File: src/i2c_ctrl_cfg.svh
/*
  named constants of the two-wire bus control block: register offsets,
  control bit positions, reset values, event bits and timing counts.
  assumes a 100 MHz core clock and byte-wide register port.
*/
`ifndef I2C_CTRL_CFG_SVH
`define I2C_CTRL_CFG_SVH

// register offsets on the plain register port
`define REG_CONTROL_ONE   8'h02
`define REG_IRQ_STATUS    8'h04
`define REG_IRQ_MASK      8'h05
`define REG_LINE_STATUS   8'h06

// control one bit positions
`define BIT_MODULE_ON     7
`define BIT_IRQ_ALLOW     6
`define BIT_MASTER_SELECT 5
`define BIT_TX_SELECT     4

// reset values and writable bits
`define CONTROL_ONE_RESET 8'h00
`define CONTROL_ONE_WMASK 8'hf0
`define EVENT_RESET       4'h0
`define BYTE_ZERO         8'h00

// event bits of status and mask
`define EV_COUNT          4
`define EV_START_DONE     0
`define EV_STOP_DONE      1
`define EV_START_SEEN     2
`define EV_STOP_SEEN      3

// timing: clock rate, divider tick and condition hold time
`define CLK_MHZ           100
`define TICK_NS           1000
`define TICK_CYCLES       ((`TICK_NS * `CLK_MHZ) / 1000)
`define HOLD_TIME_NS      5000
`define HOLD_TICKS        ((`HOLD_TIME_NS + `TICK_NS - 1) / `TICK_NS)

`endif

File: src/i2c_ctrl_pkg.sv
/*
  types of the two-wire bus control block: line pair carrier and the
  one-hot states of the start/stop sequencer.
  assumes nothing beyond a systemverilog compiler.
*/
package i2c_ctrl_pkg;

  // clock and data line levels travel together
  typedef struct packed {
    logic scl;
    logic sda;
  } line_pair_t;

  // start/stop sequencer, one-hot
  typedef enum logic [7:0] {
    ST_SLAVE     = 8'h01,
    ST_WAIT_FREE = 8'h02,
    ST_START_SDA = 8'h04,
    ST_START_SCL = 8'h08,
    ST_MASTER    = 8'h10,
    ST_STOP_SDA  = 8'h20,
    ST_STOP_SCL  = 8'h40,
    ST_STOP_REL  = 8'h80
  } seq_state_t;

endpackage : i2c_ctrl_pkg

File: src/i2c_control_one_master_start_stop.sv
/*
  two-wire bus controller front end: the control one register with its
  enable, interrupt allow, master select and transmit select bits, the
  start/stop sequencer on the open-drain lines, bus condition watch and
  sticky interrupt events.
  assumes a byte register port on core_clk and external pull-ups; the
  testbench resolves each line from the enables.
*/
// Added by the designer: the address-and-strobe port.
`timescale 1ns/1ps
`include "i2c_ctrl_cfg.svh"
module i2c_control_one_master_start_stop (
  input  wire logic       core_clk,
  input  wire logic       resetn,
  input  wire logic [7:0] reg_addr,
  input  wire logic [7:0] reg_wdata,
  input  wire logic       reg_write,
  input  wire logic       reg_read,
  output      logic [7:0] reg_rdata,
  output      logic       irq,
  input  wire logic       scl_in,
  output      logic       scl_out,
  output      logic       scl_oe,
  input  wire logic       sda_in,
  output      logic       sda_out,
  output      logic       sda_oe,
  output      logic       transmit_dir,
  output      logic       master_active
);

  // register port decode, used by both write and read paths
  function automatic logic addr_is(input logic [7:0] addr, input logic [7:0] offset);
    addr_is = (addr == offset);
  endfunction : addr_is

  // phases that wait out the condition hold time
  function automatic logic is_timed(input i2c_ctrl_pkg::seq_state_t st);
    is_timed = (st == i2c_ctrl_pkg::ST_START_SDA) || (st == i2c_ctrl_pkg::ST_START_SCL) ||
               (st == i2c_ctrl_pkg::ST_STOP_SDA)  || (st == i2c_ctrl_pkg::ST_STOP_SCL);
  endfunction : is_timed

  i2c_ctrl_pkg::line_pair_t   line_raw;
  i2c_ctrl_pkg::line_pair_t   line;
  i2c_ctrl_pkg::line_pair_t   line_prev;
  i2c_ctrl_pkg::line_pair_t   next_line_prev;
  i2c_ctrl_pkg::seq_state_t   state;
  i2c_ctrl_pkg::seq_state_t   next_state;
  logic [7:0]                 control_one;
  logic [7:0]                 next_control_one;
  logic [`EV_COUNT-1:0]       irq_status;
  logic [`EV_COUNT-1:0]       next_irq_status;
  logic [`EV_COUNT-1:0]       irq_mask;
  logic [`EV_COUNT-1:0]       next_irq_mask;
  logic [`EV_COUNT-1:0]       events;
  logic [7:0]                 next_reg_rdata;
  logic                       next_irq;
  logic [3:0]                 hold_cnt;
  logic [3:0]                 next_hold_cnt;
  logic                       hold_done;
  logic                       tick;
  logic                       tick_run;
  logic                       bus_busy;
  logic                       next_bus_busy;
  logic                       start_seen;
  logic                       stop_seen;
  logic                       drive_scl;
  logic                       drive_sda;
  logic                       module_on;
  logic                       irq_allow;
  logic                       master_select;
  logic                       master_select_prev;
  logic                       next_master_select_prev;
  logic                       select_rose;
  logic                       start_pending;
  logic                       next_start_pending;

  assign module_on     = control_one[`BIT_MODULE_ON];
  assign irq_allow     = control_one[`BIT_IRQ_ALLOW];
  assign master_select = control_one[`BIT_MASTER_SELECT];
  assign line_raw      = '{scl: scl_in, sda: sda_in};

  // only a 0 to 1 change of the master bit asks for a start; a request
  // made during a stop waits here until the sequencer is back in slave
  assign select_rose = master_select && !master_select_prev;

  always_comb begin
    next_master_select_prev = master_select;
    next_start_pending      = start_pending;
    if (!module_on || !master_select) begin
      next_start_pending = 1'b0;
    end else if (select_rose) begin
      next_start_pending = 1'b1;
    end else if (state == i2c_ctrl_pkg::ST_WAIT_FREE) begin
      next_start_pending = 1'b0;
    end
  end

  always_ff @(posedge core_clk) begin
    if (!resetn) begin
      master_select_prev <= 1'b0;
      start_pending      <= 1'b0;
    end else begin
      master_select_prev <= next_master_select_prev;
      start_pending      <= next_start_pending;
    end
  end

  // pins arrive from outside the clock domain
  i2c_line_sync u_sync (
    .core_clk (core_clk),
    .resetn   (resetn),
    .raw      (line_raw),
    .synced   (line)
  );

  // stop-phase count waits for scl high, so a stretching slave is honoured
  assign tick_run = is_timed(state) && (next_state == state) &&
                    ((state != i2c_ctrl_pkg::ST_STOP_SCL) || line.scl);

  i2c_tick_div u_tick (
    .core_clk (core_clk),
    .resetn   (resetn),
    .run      (tick_run),
    .tick     (tick)
  );

  assign hold_done = (hold_cnt == 4'(`HOLD_TICKS));

  // bus condition watch on synchronised lines
  assign start_seen = line_prev.sda && !line.sda && line.scl && line_prev.scl;
  assign stop_seen  = !line_prev.sda && line.sda && line.scl && line_prev.scl;

  always_comb begin
    next_line_prev = line;
    next_bus_busy  = bus_busy;
    if (!module_on) begin
      next_bus_busy = 1'b0;
    end else if (start_seen) begin
      next_bus_busy = 1'b1;
    end else if (stop_seen) begin
      next_bus_busy = 1'b0;
    end
  end

  always_ff @(posedge core_clk) begin
    if (!resetn) begin
      line_prev <= '{scl: 1'b1, sda: 1'b1};
      bus_busy  <= 1'b0;
    end else begin
      line_prev <= next_line_prev;
      bus_busy  <= next_bus_busy;
    end
  end

  // start/stop sequencer and hold timer
  always_comb begin
    next_state    = state;
    next_hold_cnt = hold_cnt;
    drive_scl     = 1'b0;
    drive_sda     = 1'b0;
    events        = `EVENT_RESET;
    case (state)
      i2c_ctrl_pkg::ST_SLAVE: begin
        if (module_on && (select_rose || start_pending)) begin
          next_state = i2c_ctrl_pkg::ST_WAIT_FREE;
        end
      end
      i2c_ctrl_pkg::ST_WAIT_FREE: begin
        // never start over someone else's transfer
        if (!master_select) begin
          next_state = i2c_ctrl_pkg::ST_SLAVE;
        end else if (line.scl && line.sda && !bus_busy) begin
          next_state = i2c_ctrl_pkg::ST_START_SDA;
        end
      end
      i2c_ctrl_pkg::ST_START_SDA: begin
        drive_sda = 1'b1;
        if (hold_done) begin
          next_state = i2c_ctrl_pkg::ST_START_SCL;
        end
      end
      i2c_ctrl_pkg::ST_START_SCL: begin
        drive_sda = 1'b1;
        drive_scl = 1'b1;
        if (hold_done) begin
          next_state                = i2c_ctrl_pkg::ST_MASTER;
          events[`EV_START_DONE]    = 1'b1;
        end
      end
      i2c_ctrl_pkg::ST_MASTER: begin
        // clock held low: no data engine here, the bus waits on us
        drive_sda = 1'b1;
        drive_scl = 1'b1;
        if (!master_select) begin
          next_state = i2c_ctrl_pkg::ST_STOP_SDA;
        end
      end
      i2c_ctrl_pkg::ST_STOP_SDA: begin
        drive_sda = 1'b1;
        drive_scl = 1'b1;
        if (hold_done) begin
          next_state = i2c_ctrl_pkg::ST_STOP_SCL;
        end
      end
      i2c_ctrl_pkg::ST_STOP_SCL: begin
        drive_sda = 1'b1; // scl released, sda still low
        if (hold_done) begin
          next_state = i2c_ctrl_pkg::ST_STOP_REL;
        end
      end
      i2c_ctrl_pkg::ST_STOP_REL: begin
        next_state             = i2c_ctrl_pkg::ST_SLAVE;
        events[`EV_STOP_DONE]  = 1'b1;
      end
      default: begin
        next_state = i2c_ctrl_pkg::ST_SLAVE;
      end
    endcase
    if (next_state != state) begin
      next_hold_cnt = 4'h0;
    end else if (tick && !hold_done) begin
      next_hold_cnt = hold_cnt + 4'h1;
    end
    // disabling drops the bus at once, even mid transfer
    if (!module_on) begin
      next_state    = i2c_ctrl_pkg::ST_SLAVE;
      next_hold_cnt = 4'h0;
      drive_scl     = 1'b0;
      drive_sda     = 1'b0;
      events        = `EVENT_RESET;
    end else begin
      events[`EV_START_SEEN] = start_seen;
      events[`EV_STOP_SEEN]  = stop_seen;
    end
  end

  always_ff @(posedge core_clk) begin
    if (!resetn) begin
      state         <= i2c_ctrl_pkg::ST_SLAVE;
      hold_cnt      <= 4'h0;
      scl_oe        <= 1'b0;
      sda_oe        <= 1'b0;
      scl_out       <= 1'b0;
      sda_out       <= 1'b0;
      master_active <= 1'b0;
    end else begin
      state         <= next_state;
      hold_cnt      <= next_hold_cnt;
      scl_oe        <= drive_scl;
      sda_oe        <= drive_sda;
      scl_out       <= 1'b0; // open drain: only ever pulls low
      sda_out       <= 1'b0;
      master_active <= (next_state == i2c_ctrl_pkg::ST_MASTER);
    end
  end

  // register file, status set wins over a same-cycle clear
  always_comb begin
    next_control_one = control_one;
    next_irq_mask    = irq_mask;
    next_irq_status  = irq_status;
    next_reg_rdata   = `BYTE_ZERO;
    if (reg_write && addr_is(reg_addr, `REG_CONTROL_ONE)) begin
      next_control_one = reg_wdata & `CONTROL_ONE_WMASK;
    end
    if (reg_write && addr_is(reg_addr, `REG_IRQ_MASK)) begin
      next_irq_mask = reg_wdata[`EV_COUNT-1:0];
    end
    if (reg_write && addr_is(reg_addr, `REG_IRQ_STATUS)) begin
      next_irq_status = irq_status & ~reg_wdata[`EV_COUNT-1:0];
    end
    next_irq_status = next_irq_status | events;
    if (reg_read) begin
      if (addr_is(reg_addr, `REG_CONTROL_ONE)) begin
        next_reg_rdata = control_one;
      end else if (addr_is(reg_addr, `REG_IRQ_STATUS)) begin
        next_reg_rdata = {4'h0, irq_status};
      end else if (addr_is(reg_addr, `REG_IRQ_MASK)) begin
        next_reg_rdata = {4'h0, irq_mask};
      end else if (addr_is(reg_addr, `REG_LINE_STATUS)) begin
        next_reg_rdata = {4'h0, bus_busy, (state == i2c_ctrl_pkg::ST_MASTER), line.scl, line.sda};
      end
    end
    next_irq = module_on && irq_allow && |(irq_status & irq_mask);
  end

  always_ff @(posedge core_clk) begin
    if (!resetn) begin
      control_one  <= `CONTROL_ONE_RESET;
      irq_mask     <= `EVENT_RESET;
      irq_status   <= `EVENT_RESET;
      reg_rdata    <= `BYTE_ZERO;
      irq          <= 1'b0;
      transmit_dir <= 1'b0;
    end else begin
      control_one  <= next_control_one;
      irq_mask     <= next_irq_mask;
      irq_status   <= next_irq_status;
      reg_rdata    <= next_reg_rdata;
      irq          <= next_irq;
      transmit_dir <= next_control_one[`BIT_TX_SELECT];
    end
  end

endmodule : i2c_control_one_master_start_stop

File: src/i2c_line_sync.sv
/*
  two-stage synchroniser for the sampled bus lines.
  assumes raw lines come from pins outside the core clock domain.
*/
`timescale 1ns/1ps
module i2c_line_sync (
  input  wire logic                    core_clk,
  input  wire logic                    resetn,
  input  wire i2c_ctrl_pkg::line_pair_t raw,
  output      i2c_ctrl_pkg::line_pair_t synced
);

  i2c_ctrl_pkg::line_pair_t stage_one;
  i2c_ctrl_pkg::line_pair_t next_stage_one;
  i2c_ctrl_pkg::line_pair_t next_synced;

  // stage one feeds only stage two; idle bus is high
  always_comb begin
    next_stage_one = raw;
    next_synced    = stage_one;
  end

  always_ff @(posedge core_clk) begin
    if (!resetn) begin
      stage_one <= '{scl: 1'b1, sda: 1'b1};
      synced    <= '{scl: 1'b1, sda: 1'b1};
    end else begin
      stage_one <= next_stage_one;
      synced    <= next_synced;
    end
  end

endmodule : i2c_line_sync

File: src/i2c_tick_div.sv
/*
  divider giving a one-cycle enable every tick period while run is high.
  assumes run drops between timed phases so each phase starts in step.
*/
`timescale 1ns/1ps
`include "i2c_ctrl_cfg.svh"
module i2c_tick_div (
  input  wire logic core_clk,
  input  wire logic resetn,
  input  wire logic run,
  output      logic tick
);

  logic [6:0] count;
  logic [6:0] next_count;
  logic       next_tick;

  // restart on every phase so hold times never come up short
  always_comb begin
    next_count = count;
    next_tick  = 1'b0;
    if (!run) begin
      next_count = 7'h00;
    end else if (count == 7'(`TICK_CYCLES - 1)) begin
      next_count = 7'h00;
      next_tick  = 1'b1;
    end else begin
      next_count = count + 7'h01;
    end
  end

  always_ff @(posedge core_clk) begin
    if (!resetn) begin
      count <= 7'h00;
      tick  <= 1'b0;
    end else begin
      count <= next_count;
      tick  <= next_tick;
    end
  end

endmodule : i2c_tick_div

File: config.mk
export PLATFORM = sky130hd
export DESIGN_NAME = i2c_control_one_master_start_stop
export DESIGN_NICKNAME = d
export VERILOG_FILES = /design/src/i2c_ctrl_pkg.sv /design/src/i2c_control_one_master_start_stop.sv /design/src/i2c_line_sync.sv /design/src/i2c_tick_div.sv
export VERILOG_INCLUDE_DIRS = /design/src
export SDC_FILE = /design/constraint.sdc
export NUM_CORES = 1
export LEC_CHECK = 0
export ABC_AREA = 1
export BUFFER_PORTS_ARGS = -buffer_cell sky130_fd_sc_hd__buf_4
export CELL_PAD_IN_SITES_DETAIL_PLACEMENT = 0
export CELL_PAD_IN_SITES_GLOBAL_PLACEMENT = 1
export CORE_MARGIN = 8
export CORE_UTILIZATION = 41
export CTS_CLUSTER_SIZE = 25
export DETAILED_ROUTE_END_ITERATION = 12
export GPL_TIMING_DRIVEN = 0
export PLACE_DENSITY = 0.91
export SLEW_MARGIN = 25
export SYNTH_ARGS = -nofsm -noshare
export SYNTH_HDL_FRONTEND = slang
export SYNTH_SLANG_ARGS = --single-unit
File: constraint.sdc
create_clock -name core_clk -period 2.3 [get_ports core_clk]
set_input_delay 0.46 -clock core_clk [delete_from_list [all_inputs] [get_ports core_clk]]
set_output_delay 0.46 -clock core_clk [all_outputs]
set_load 0.1 [all_outputs]
==> impl_results.rst, run 1 <==
.. list-table::
   :header-rows: 1

   * - Metric
     - Value
   * - Status
     - complete, no violations
   * - Total clock buffers created by CTS
     - 5
   * - Switching power share of the total
     - 22.5%
   * - Synthesized flop and latch total
     - 53
   * - Final Max Slew Viols
     - 0
   * - RePlAce Congestion
     - 0.876
   * - Design area
     - 3130 µm²
   * - Clock network fraction of total power
     - 39.7%
   * - Worst path arrival time
     - 2200 ps
   * - # H-tree levels
     - 2
   * - Number of instances in the synthesized netlist
     - 371
   * - Floorplan die area
     - 9310 µm²
   * - Routed via count divided by cell count
     - 4.90
   * - Largest fanout of any net on the critical path
     - 7
   * - Insertion delay of the later-clocked pin in the worst-skew pair
     - 320 ps
   * - Post-cts repair resize count
     - 0
   * - Placed cell area
     - 3010 µm²
   * - DRT antenna net count
     - 0
   * - Final Cycle Share
     - 84.8%
   * - Share of power burned in combinational logic
     - 4.6%
   * - Skew final
     - 11.1 ps
   * - Critical path launch point type
     - flop
   * - Number of antenna violations at the first check in global routing
     - 0
   * - Worst path required time
     - 2550 ps
   * - Final-report hold violation count
     - 0
   * - Sequential fraction of the synthesis area
     - 40.0%
   * - Detailed Route WL
     - 6.08 mm
   * - Final routed wire length divided by cell count
     - 12.4 µm
   * - Post CTS Setup Buffer Count
     - 0
   * - Reg power frac
     - 55.6%
   * - Minimum period implied by the final worst setup slack
     - 1950 ps
   * - Achievable Freq
     - 0.513 GHz
   * - Area of all sequential standard cells
     - 1060 µm²
   * - Clock Root Buffer
     - clkbuf_8
   * - Layout net count
     - 438
   * - Post-route DRC
     - 0
   * - Clock Sink Count
     - 53
   * - Width of the die
     - 96.5 µm
   * - Category of the critical setup timing path
     - reg -> reg
   * - Count of TritonRoute iterations in the first routing pass
     - 4
   * - Standby leakage power
     - 1.37 nW
   * - Initial standard-cell utilization of the core
     - 42.1%
   * - Total negative setup slack
     - 0 ps
   * - Number of design-rule violations left by the first detailed-router iteration
     - 142
   * - Number of diodes added for antenna fixing
     - 0
   * - Synth warn
     - 0
   * - Vias in the first global route
     - 2316
   * - Clock-pin slew on the worst setup and hold paths
     - 110 ps
   * - Buffers on Ports
     - 34
   * - Non-filler cells in the finished layout
     - 491
   * - Synthesized area per cell
     - 7.16 µm²
   * - Final HPWL DP
     - 4.75 mm
   * - WHS
     - 323 ps
   * - Standard cell core area
     - 6310 µm²
   * - Post-layout power
     - 1.66 mW
   * - I/O Pins
     - 37
   * - Unrepaired setup endpoints after global routing
     - false
   * - Y dimension of the die
     - 96.5 µm
   * - Worst supply voltage drop on vdd
     - 0.250 mV
   * - Cell total after placement
     - 483
   * - Cell Int Power
     - 1.29 mW
   * - Total power density per cell area
     - 531 nW/µm²
   * - Worst-case clock buffer depth
     - 2
   * - Unique masters post-synth
     - 36
   * - Critical Path End Type
     - flop
   * - Congestion Overflow GR
     - 0
   * - Post-synthesis instance area
     - 2660 µm²
   * - Clock tree from TritonCTS
     - done
   * - Wire length of the first global-routing pass
     - 10.4 mm
   * - Fill cell total of the finished layout
     - 688
   * - Number of hold-repair buffers added at the cts stage
     - 0
   * - Count of vias placed by the detailed router
     - 2406
   * - Number of rows in the core area
     - 29
   * - Power spent charging and discharging nets
     - 0.374 mW
   * - Area of the multi-input gates
     - 1360 µm²
   * - Number of violations of the max-capacitance limit
     - 0
   * - Share of layout cells above drive strength 1
     - 21.7%
   * - Final setup violation count
     - 0
   * - Synth-to-Final Area Change
     - 17.8%
   * - Largest net degree at the start of global routing
     - 19
   * - Worst min-delay path class
     - in -> reg
   * - Combined global-route utilization of all metal layers
     - 14.1%
final cells by class:
cell class / instances / area share (%)
Multi-Input combinational cell: 261 / 43.5
Clock buffer: 5 / 2.20
Sequential cell: 53 / 33.9
Timing Repair Buffer: 34 / 8.16
Buffer: 8 / 1.60
Inverter: 50 / 6.00
Tap cell: 77 / 3.08
Clock inverter: 3 / 1.56
stage by stage:
stage | utilization [%] | worst slack [ps]
2_1_floorplan | - | 685
4_1_cts | 49.5 | 343
3_3_place_gp | 47.7 | 372
3_5_place_dp | 47.7 | 342
5_1_grt | 49.5 | 111
6_report | 49.5 | 351
state kept, by name, indices dropped and copies added, names as in the netlist, 2 cells and up:
| register | count |
|---|---|
| hold_cnt | 4 |
| line_prev | 2 |
| irq_mask | 4 |
| u_tick.count | 7 |
| state | 8 |
| u_sync.synced | 2 |
| control_one | 4 |
| irq_status | 4 |
| reg_rdata | 8 |
| u_sync.next_synced | 2 |
worst max-delay path: stages (launching register included):
cell	delay [ps]
dfxtp_1	410
ha_1	190
nand2_1	70
nor2_2	240
nand2_2	190
o21ai_2	80
nand2_1	50
nand2_1	80
nand3_1	100
nor2_2	160
nand4_4	210
nor2_2	120
worst paths after layout:
kind | from | cells past startpoint | endpoint | slack, ps
max | hold_cnt[0] | 11 | u_tick.count[4] | 350
min | sda_in | 2 | u_sync.next_synced[0] | 320
max reg2reg | hold_cnt[0] | 11 | u_tick.count[4] | 350
min reg2reg | u_sync.next_synced[0] | 1 | u_sync.synced[0] | 430
cell usage after synthesis:
library cell / number / area (µm²)
or2_2: 6 / 37.5
o21ai_1: 1 / 5.00
nand4_4: 1 / 21.3
nand3_2: 1 / 10.0
nand4_1: 7 / 43.8
o221ai_1: 4 / 35.0
nor3_4: 1 / 16.3
xnor2_1: 3 / 26.3
a221oi_1: 1 / 8.76
xor2_1: 5 / 43.8
nand4_2: 1 / 12.5
a22o_1: 1 / 8.76
nand2_4: 1 / 11.3
clkinv_1: 1 / 3.75
clkbuf_1: 3 / 11.3
conb_1: 1 / 3.75
nor2_4: 3 / 33.8
nor2_2: 14 / 87.6
o211ai_1: 4 / 30.0
nor3_1: 5 / 25.0
o21ai_0: 19 / 95.1
buf_2: 1 / 5.00
ha_1: 3 / 37.5
nand3_1: 29 / 145
o21ai_2: 1 / 8.76
a21oi_1: 16 / 80.1
buf_6: 1 / 11.3
inv_2: 4 / 15.0
buf_4: 3 / 22.5
inv_1: 45 / 169
nor2_1: 41 / 154
dfxtp_1: 53 / 1060
a211oi_1: 1 / 7.51
nand2_1: 78 / 293
nor4_1: 2 / 12.5
nand2_2: 10 / 62.6
cell usage in the layout, fill, tap and decap left out, drive strengths merged, types with 2 or more instances in the layout:
cell type	n
dfxtp	53
or2	6
ha	3
nor4	2
clkbuf	8
buf	39
nand3	30
nand4	9
o221ai	4
o21ai	21
conb	2
inv	50
xor2	5
o211ai	4
nand2	89
nor2	58
nor3	6
xnor2	3
a21oi	16
per-layer routing:
metal  track usage, %  up-vias  wire [µm]
met3             2.78        7        291
met4             4.54        0         82
met1             17.3     1086       2820
li1                 -     1273          -
met5                0        -          0
met2             24.0       40       2890
power groups by stage:
stage | sequential [mW] | combinational, mW | clock [mW]
2_1_floorplan | 0.946 | 0.0379 | 0
3_3_place_gp | 0.945 | 0.0761 | 0
3_5_place_dp | 0.945 | 0.0769 | 0
4_1_cts | 0.924 | 0.0772 | 0.678
5_1_grt | 0.925 | 0.0838 | 0.716
6_report | 0.924 | 0.0770 | 0.660
cells by family (layout without fill, tap and decap cells):
group | after synthesis | in the layout | share of synthesized area (%)
AOI/OAI and AO/OA | 48 | 48 | 10.5
xor gates and xnor gates | 8 | 8 | 2.64
adders and majority gates | 3 | 3 | 1.41
buffers and inverters | 58 | 100 | 8.95
DFF | 53 | 53 | 40.0
other | 1 | 2 | 0.141
and+or+nand+nor | 200 | 200 | 36.4
Note: power is estimated with default switching activity, not from simulation.
==> inputs of run 2 (changes only) <==
==> constraint.sdc (replaced) <==
create_clock -name core_clk -period 1.9 [get_ports core_clk]
set_input_delay 0.38 -clock core_clk [delete_from_list [all_inputs] [get_ports core_clk]]
set_output_delay 0.38 -clock core_clk [all_outputs]
set_load 0.1 [all_outputs]
==> run 2 against run 1 <==
Net effect: total power increased by 21%; sequential power rose by 20%; cell area increased by 7.2%; critical path depth is the same; hold slack lost 78 ps.
==> impl_results.rst, run 2 (synthesized netlist as in run 1, its figures left out) <==
.. list-table::
   :header-rows: 1

   * - Metric
     - Value
   * - Final Max Slew Viols
     - 0
   * - Non-filler cells in the finished layout
     - 499
   * - Clock-pin slew on the worst setup and hold paths
     - 110 ps
   * - Category of the critical setup timing path
     - reg -> reg
   * - Final design utilization
     - 53.1%
   * - Final HPWL DP
     - 4.75 mm
   * - Number of violations of the max-capacitance limit
     - 0
   * - WHS
     - 245 ps
   * - Vias in the first global route
     - 2329
   * - Clock Root Buffer
     - clkbuf_8
   * - Achievable Freq
     - 0.535 GHz
   * - DRT antenna net count
     - 0
   * - Final-report hold violation count
     - 0
   * - Critical path launch point type
     - flop
   * - Most common cell after layout, fill and taps aside
     - nand2_1
   * - Routed via count divided by cell count
     - 5.05
   * - Buffers on Ports
     - 34
   * - Largest net degree at the start of global routing
     - 19
   * - Count of TritonRoute iterations in the first routing pass
     - 5
   * - Unrepaired setup endpoints after global routing
     - true
   * - # H-tree levels
     - 2
   * - Layout net count
     - 446
   * - Most numerous cell on the critical path
     - nand2_2
   * - Number of rows in the core area
     - 29
   * - Cells traversed along the worst timing path
     - nor2_4, nand2_4, nor3_4, nand2_2, nand2_2, nand2_2, nand2_2, nand3_2, nor2_4, nand4_4, nor2_2
   * - Standby leakage power
     - 1.46 nW
   * - Largest fanout of any net on the critical path
     - 7
   * - Family of cells with the greatest summed delay on the critical path
     - simple AND/OR/NAND/NOR gates
   * - Area of all sequential standard cells
     - 1080 µm²
   * - Combined global-route utilization of all metal layers
     - 14.1%
   * - R2R Setup Slk
     - 30 ps
   * - Crit path depth
     - 11
   * - Clock Sink Count
     - 53
   * - Post-route DRC
     - 0
   * - Startpoint of the most critical register-to-register path
     - state[0]
   * - Area of the multi-input gates
     - 1510 µm²
   * - Post-route worst setup slack
     - 29.9 ps
   * - Initial standard-cell utilization of the core
     - 42.1%
   * - Remaining max-slew budget at the tightest pin
     - 65.0%
   * - Delay of the slowest cell on the worst path
     - 380 ps
   * - Final setup violation count
     - 0
   * - Final routed wire length divided by cell count
     - 12.8 µm
   * - Cell total after placement
     - 483
   * - Master of the slowest instance on the critical path
     - dfxtp_4
   * - Worst supply voltage drop on vdd
     - 0.310 mV
   * - Number of hold-repair buffers added at the cts stage
     - 0
   * - Standard cell core area
     - 6310 µm²
   * - Worst slack at placement
     - -45.1 ps
   * - Congestion Overflow GR
     - 0
   * - Width of the die
     - 96.5 µm
   * - Capture instance of the worst register-to-register path
     - u_tick.count[4]
   * - Share of layout cells above drive strength 1
     - 30.8%
   * - Origin of the worst setup path
     - state[0]
   * - I/O Pins
     - 37
   * - Transition at the pin with the smallest max-transition slack
     - 525 ps
   * - Worst min-delay path class
     - in -> reg
   * - Floorplan die area
     - 9310 µm²
   * - Y dimension of the die
     - 96.5 µm
   * - Clock tree from TritonCTS
     - done
   * - Total negative setup slack
     - 0 ps
   * - Status
     - complete, no violations
   * - Combined buffer and inverter count along the critical path
     - 0
   * - RePlAce Congestion
     - 0.876
   * - Critical Path End Type
     - flop
   * - Fill cell total of the finished layout
     - 659
   * - Number of antenna violations at the first check in global routing
     - 0
   * - Number of diodes added for antenna fixing
     - 0
   * - Number of design-rule violations left by the first detailed-router iteration
     - 140
   * - Total power density per cell area
     - 598 nW/µm²
   * - Insertion delay of the later-clocked pin in the worst-skew pair
     - 320 ps
   * - Detailed Route WL
     - 6.36 mm
   * - Worst path required time
     - 2160 ps
   * - Skew final
     - 8.85 ps
   * - Final Cycle Share
     - 98.4%
   * - Wire length of the first global-routing pass
     - 10.4 mm
   * - Total clock buffers created by CTS
     - 5
   * - Worst-case clock buffer depth
     - 2
   * - Worst Reg-to-Reg Cells
     - 11
   * - Top library cells by usage in the layout, fill and taps aside
     - 68 x nand2_1, 45 x buf_4, 44 x inv_1, 44 x dfxtp_1, 36 x nor2_1
   * - Worst path arrival time
     - 2130 ps
   * - Minimum period implied by the final worst setup slack
     - 1870 ps
   * - Critical Path End
     - u_tick.count[4]
   * - Count of vias placed by the detailed router
     - 2518
   * - Synth-to-Final Area Change
     - 26.3%
   * - Registers with the most flip-flops
     - reg_rdata (8), state (8), u_tick.count (7)
[run 2: how the worst min path moves through the flow]
stage,start,endpoint,slack [ps],depth (start not counted)
after floorplan,u_sync.next_synced[0],u_sync.synced[0],390,1
after global placement,u_sync.next_synced[1],u_sync.synced[1],400,1
after detailed placement,u_sync.next_synced[1],u_sync.synced[1],400,1
after CTS,sda_in,u_sync.next_synced[0],240,2
after global routing,sda_in,u_sync.next_synced[0],240,2
final,sda_in,u_sync.next_synced[0],240,2
[run 2: repair_timing]
action / in CTS / in global routing
setup endpoints to repair: 7 / 11
endpoints found under the hold margin: 0 / 0
gates resized for setup: 1 / 48
buffers inserted: 0 / 8
pin swaps: 0 / 20
[run 2: routing by layer]
| layer | up-vias | routed length [µm] | track usage [%] |
|---|---|---|---|
| li1 | 1288 | - | - |
| met1 | 1170 | 2940 | 17.2 |
| met2 | 53 | 3090 | 24.2 |
| met3 | 7 | 254 | 2.78 |
| met4 | 0 | 77 | 4.54 |
| met5 | - | 0 | 0 |
[run 2: cell type report]
cell class / instances / share of cell area, %
flip-flops and latches: 53 / 32.2
well taps: 77 / 2.87
clock inverters: 3 / 1.45
inverters: 50 / 5.67
multi-input cells: 261 / 44.9
clock buffers: 5 / 2.05
plain buffers: 8 / 1.49
repair buffers: 42 / 9.40
[run 2: through the flow]
stage	power [mW]	cell area (µm²)
2_1_floorplan	1.19	2660
3_3_place_gp	1.24	3010
3_5_place_dp	1.24	3010
4_1_cts	2.03	3130
5_1_grt	2.08	3350
6_report	2.01	3350
[run 2: where the power goes]
group / internal [mW] / switching [mW]
clock: 0.402 / 0.397
sequential: 1.11 / 0.00269
combinational: 0.0403 / 0.0537
total: 1.55 / 0.453
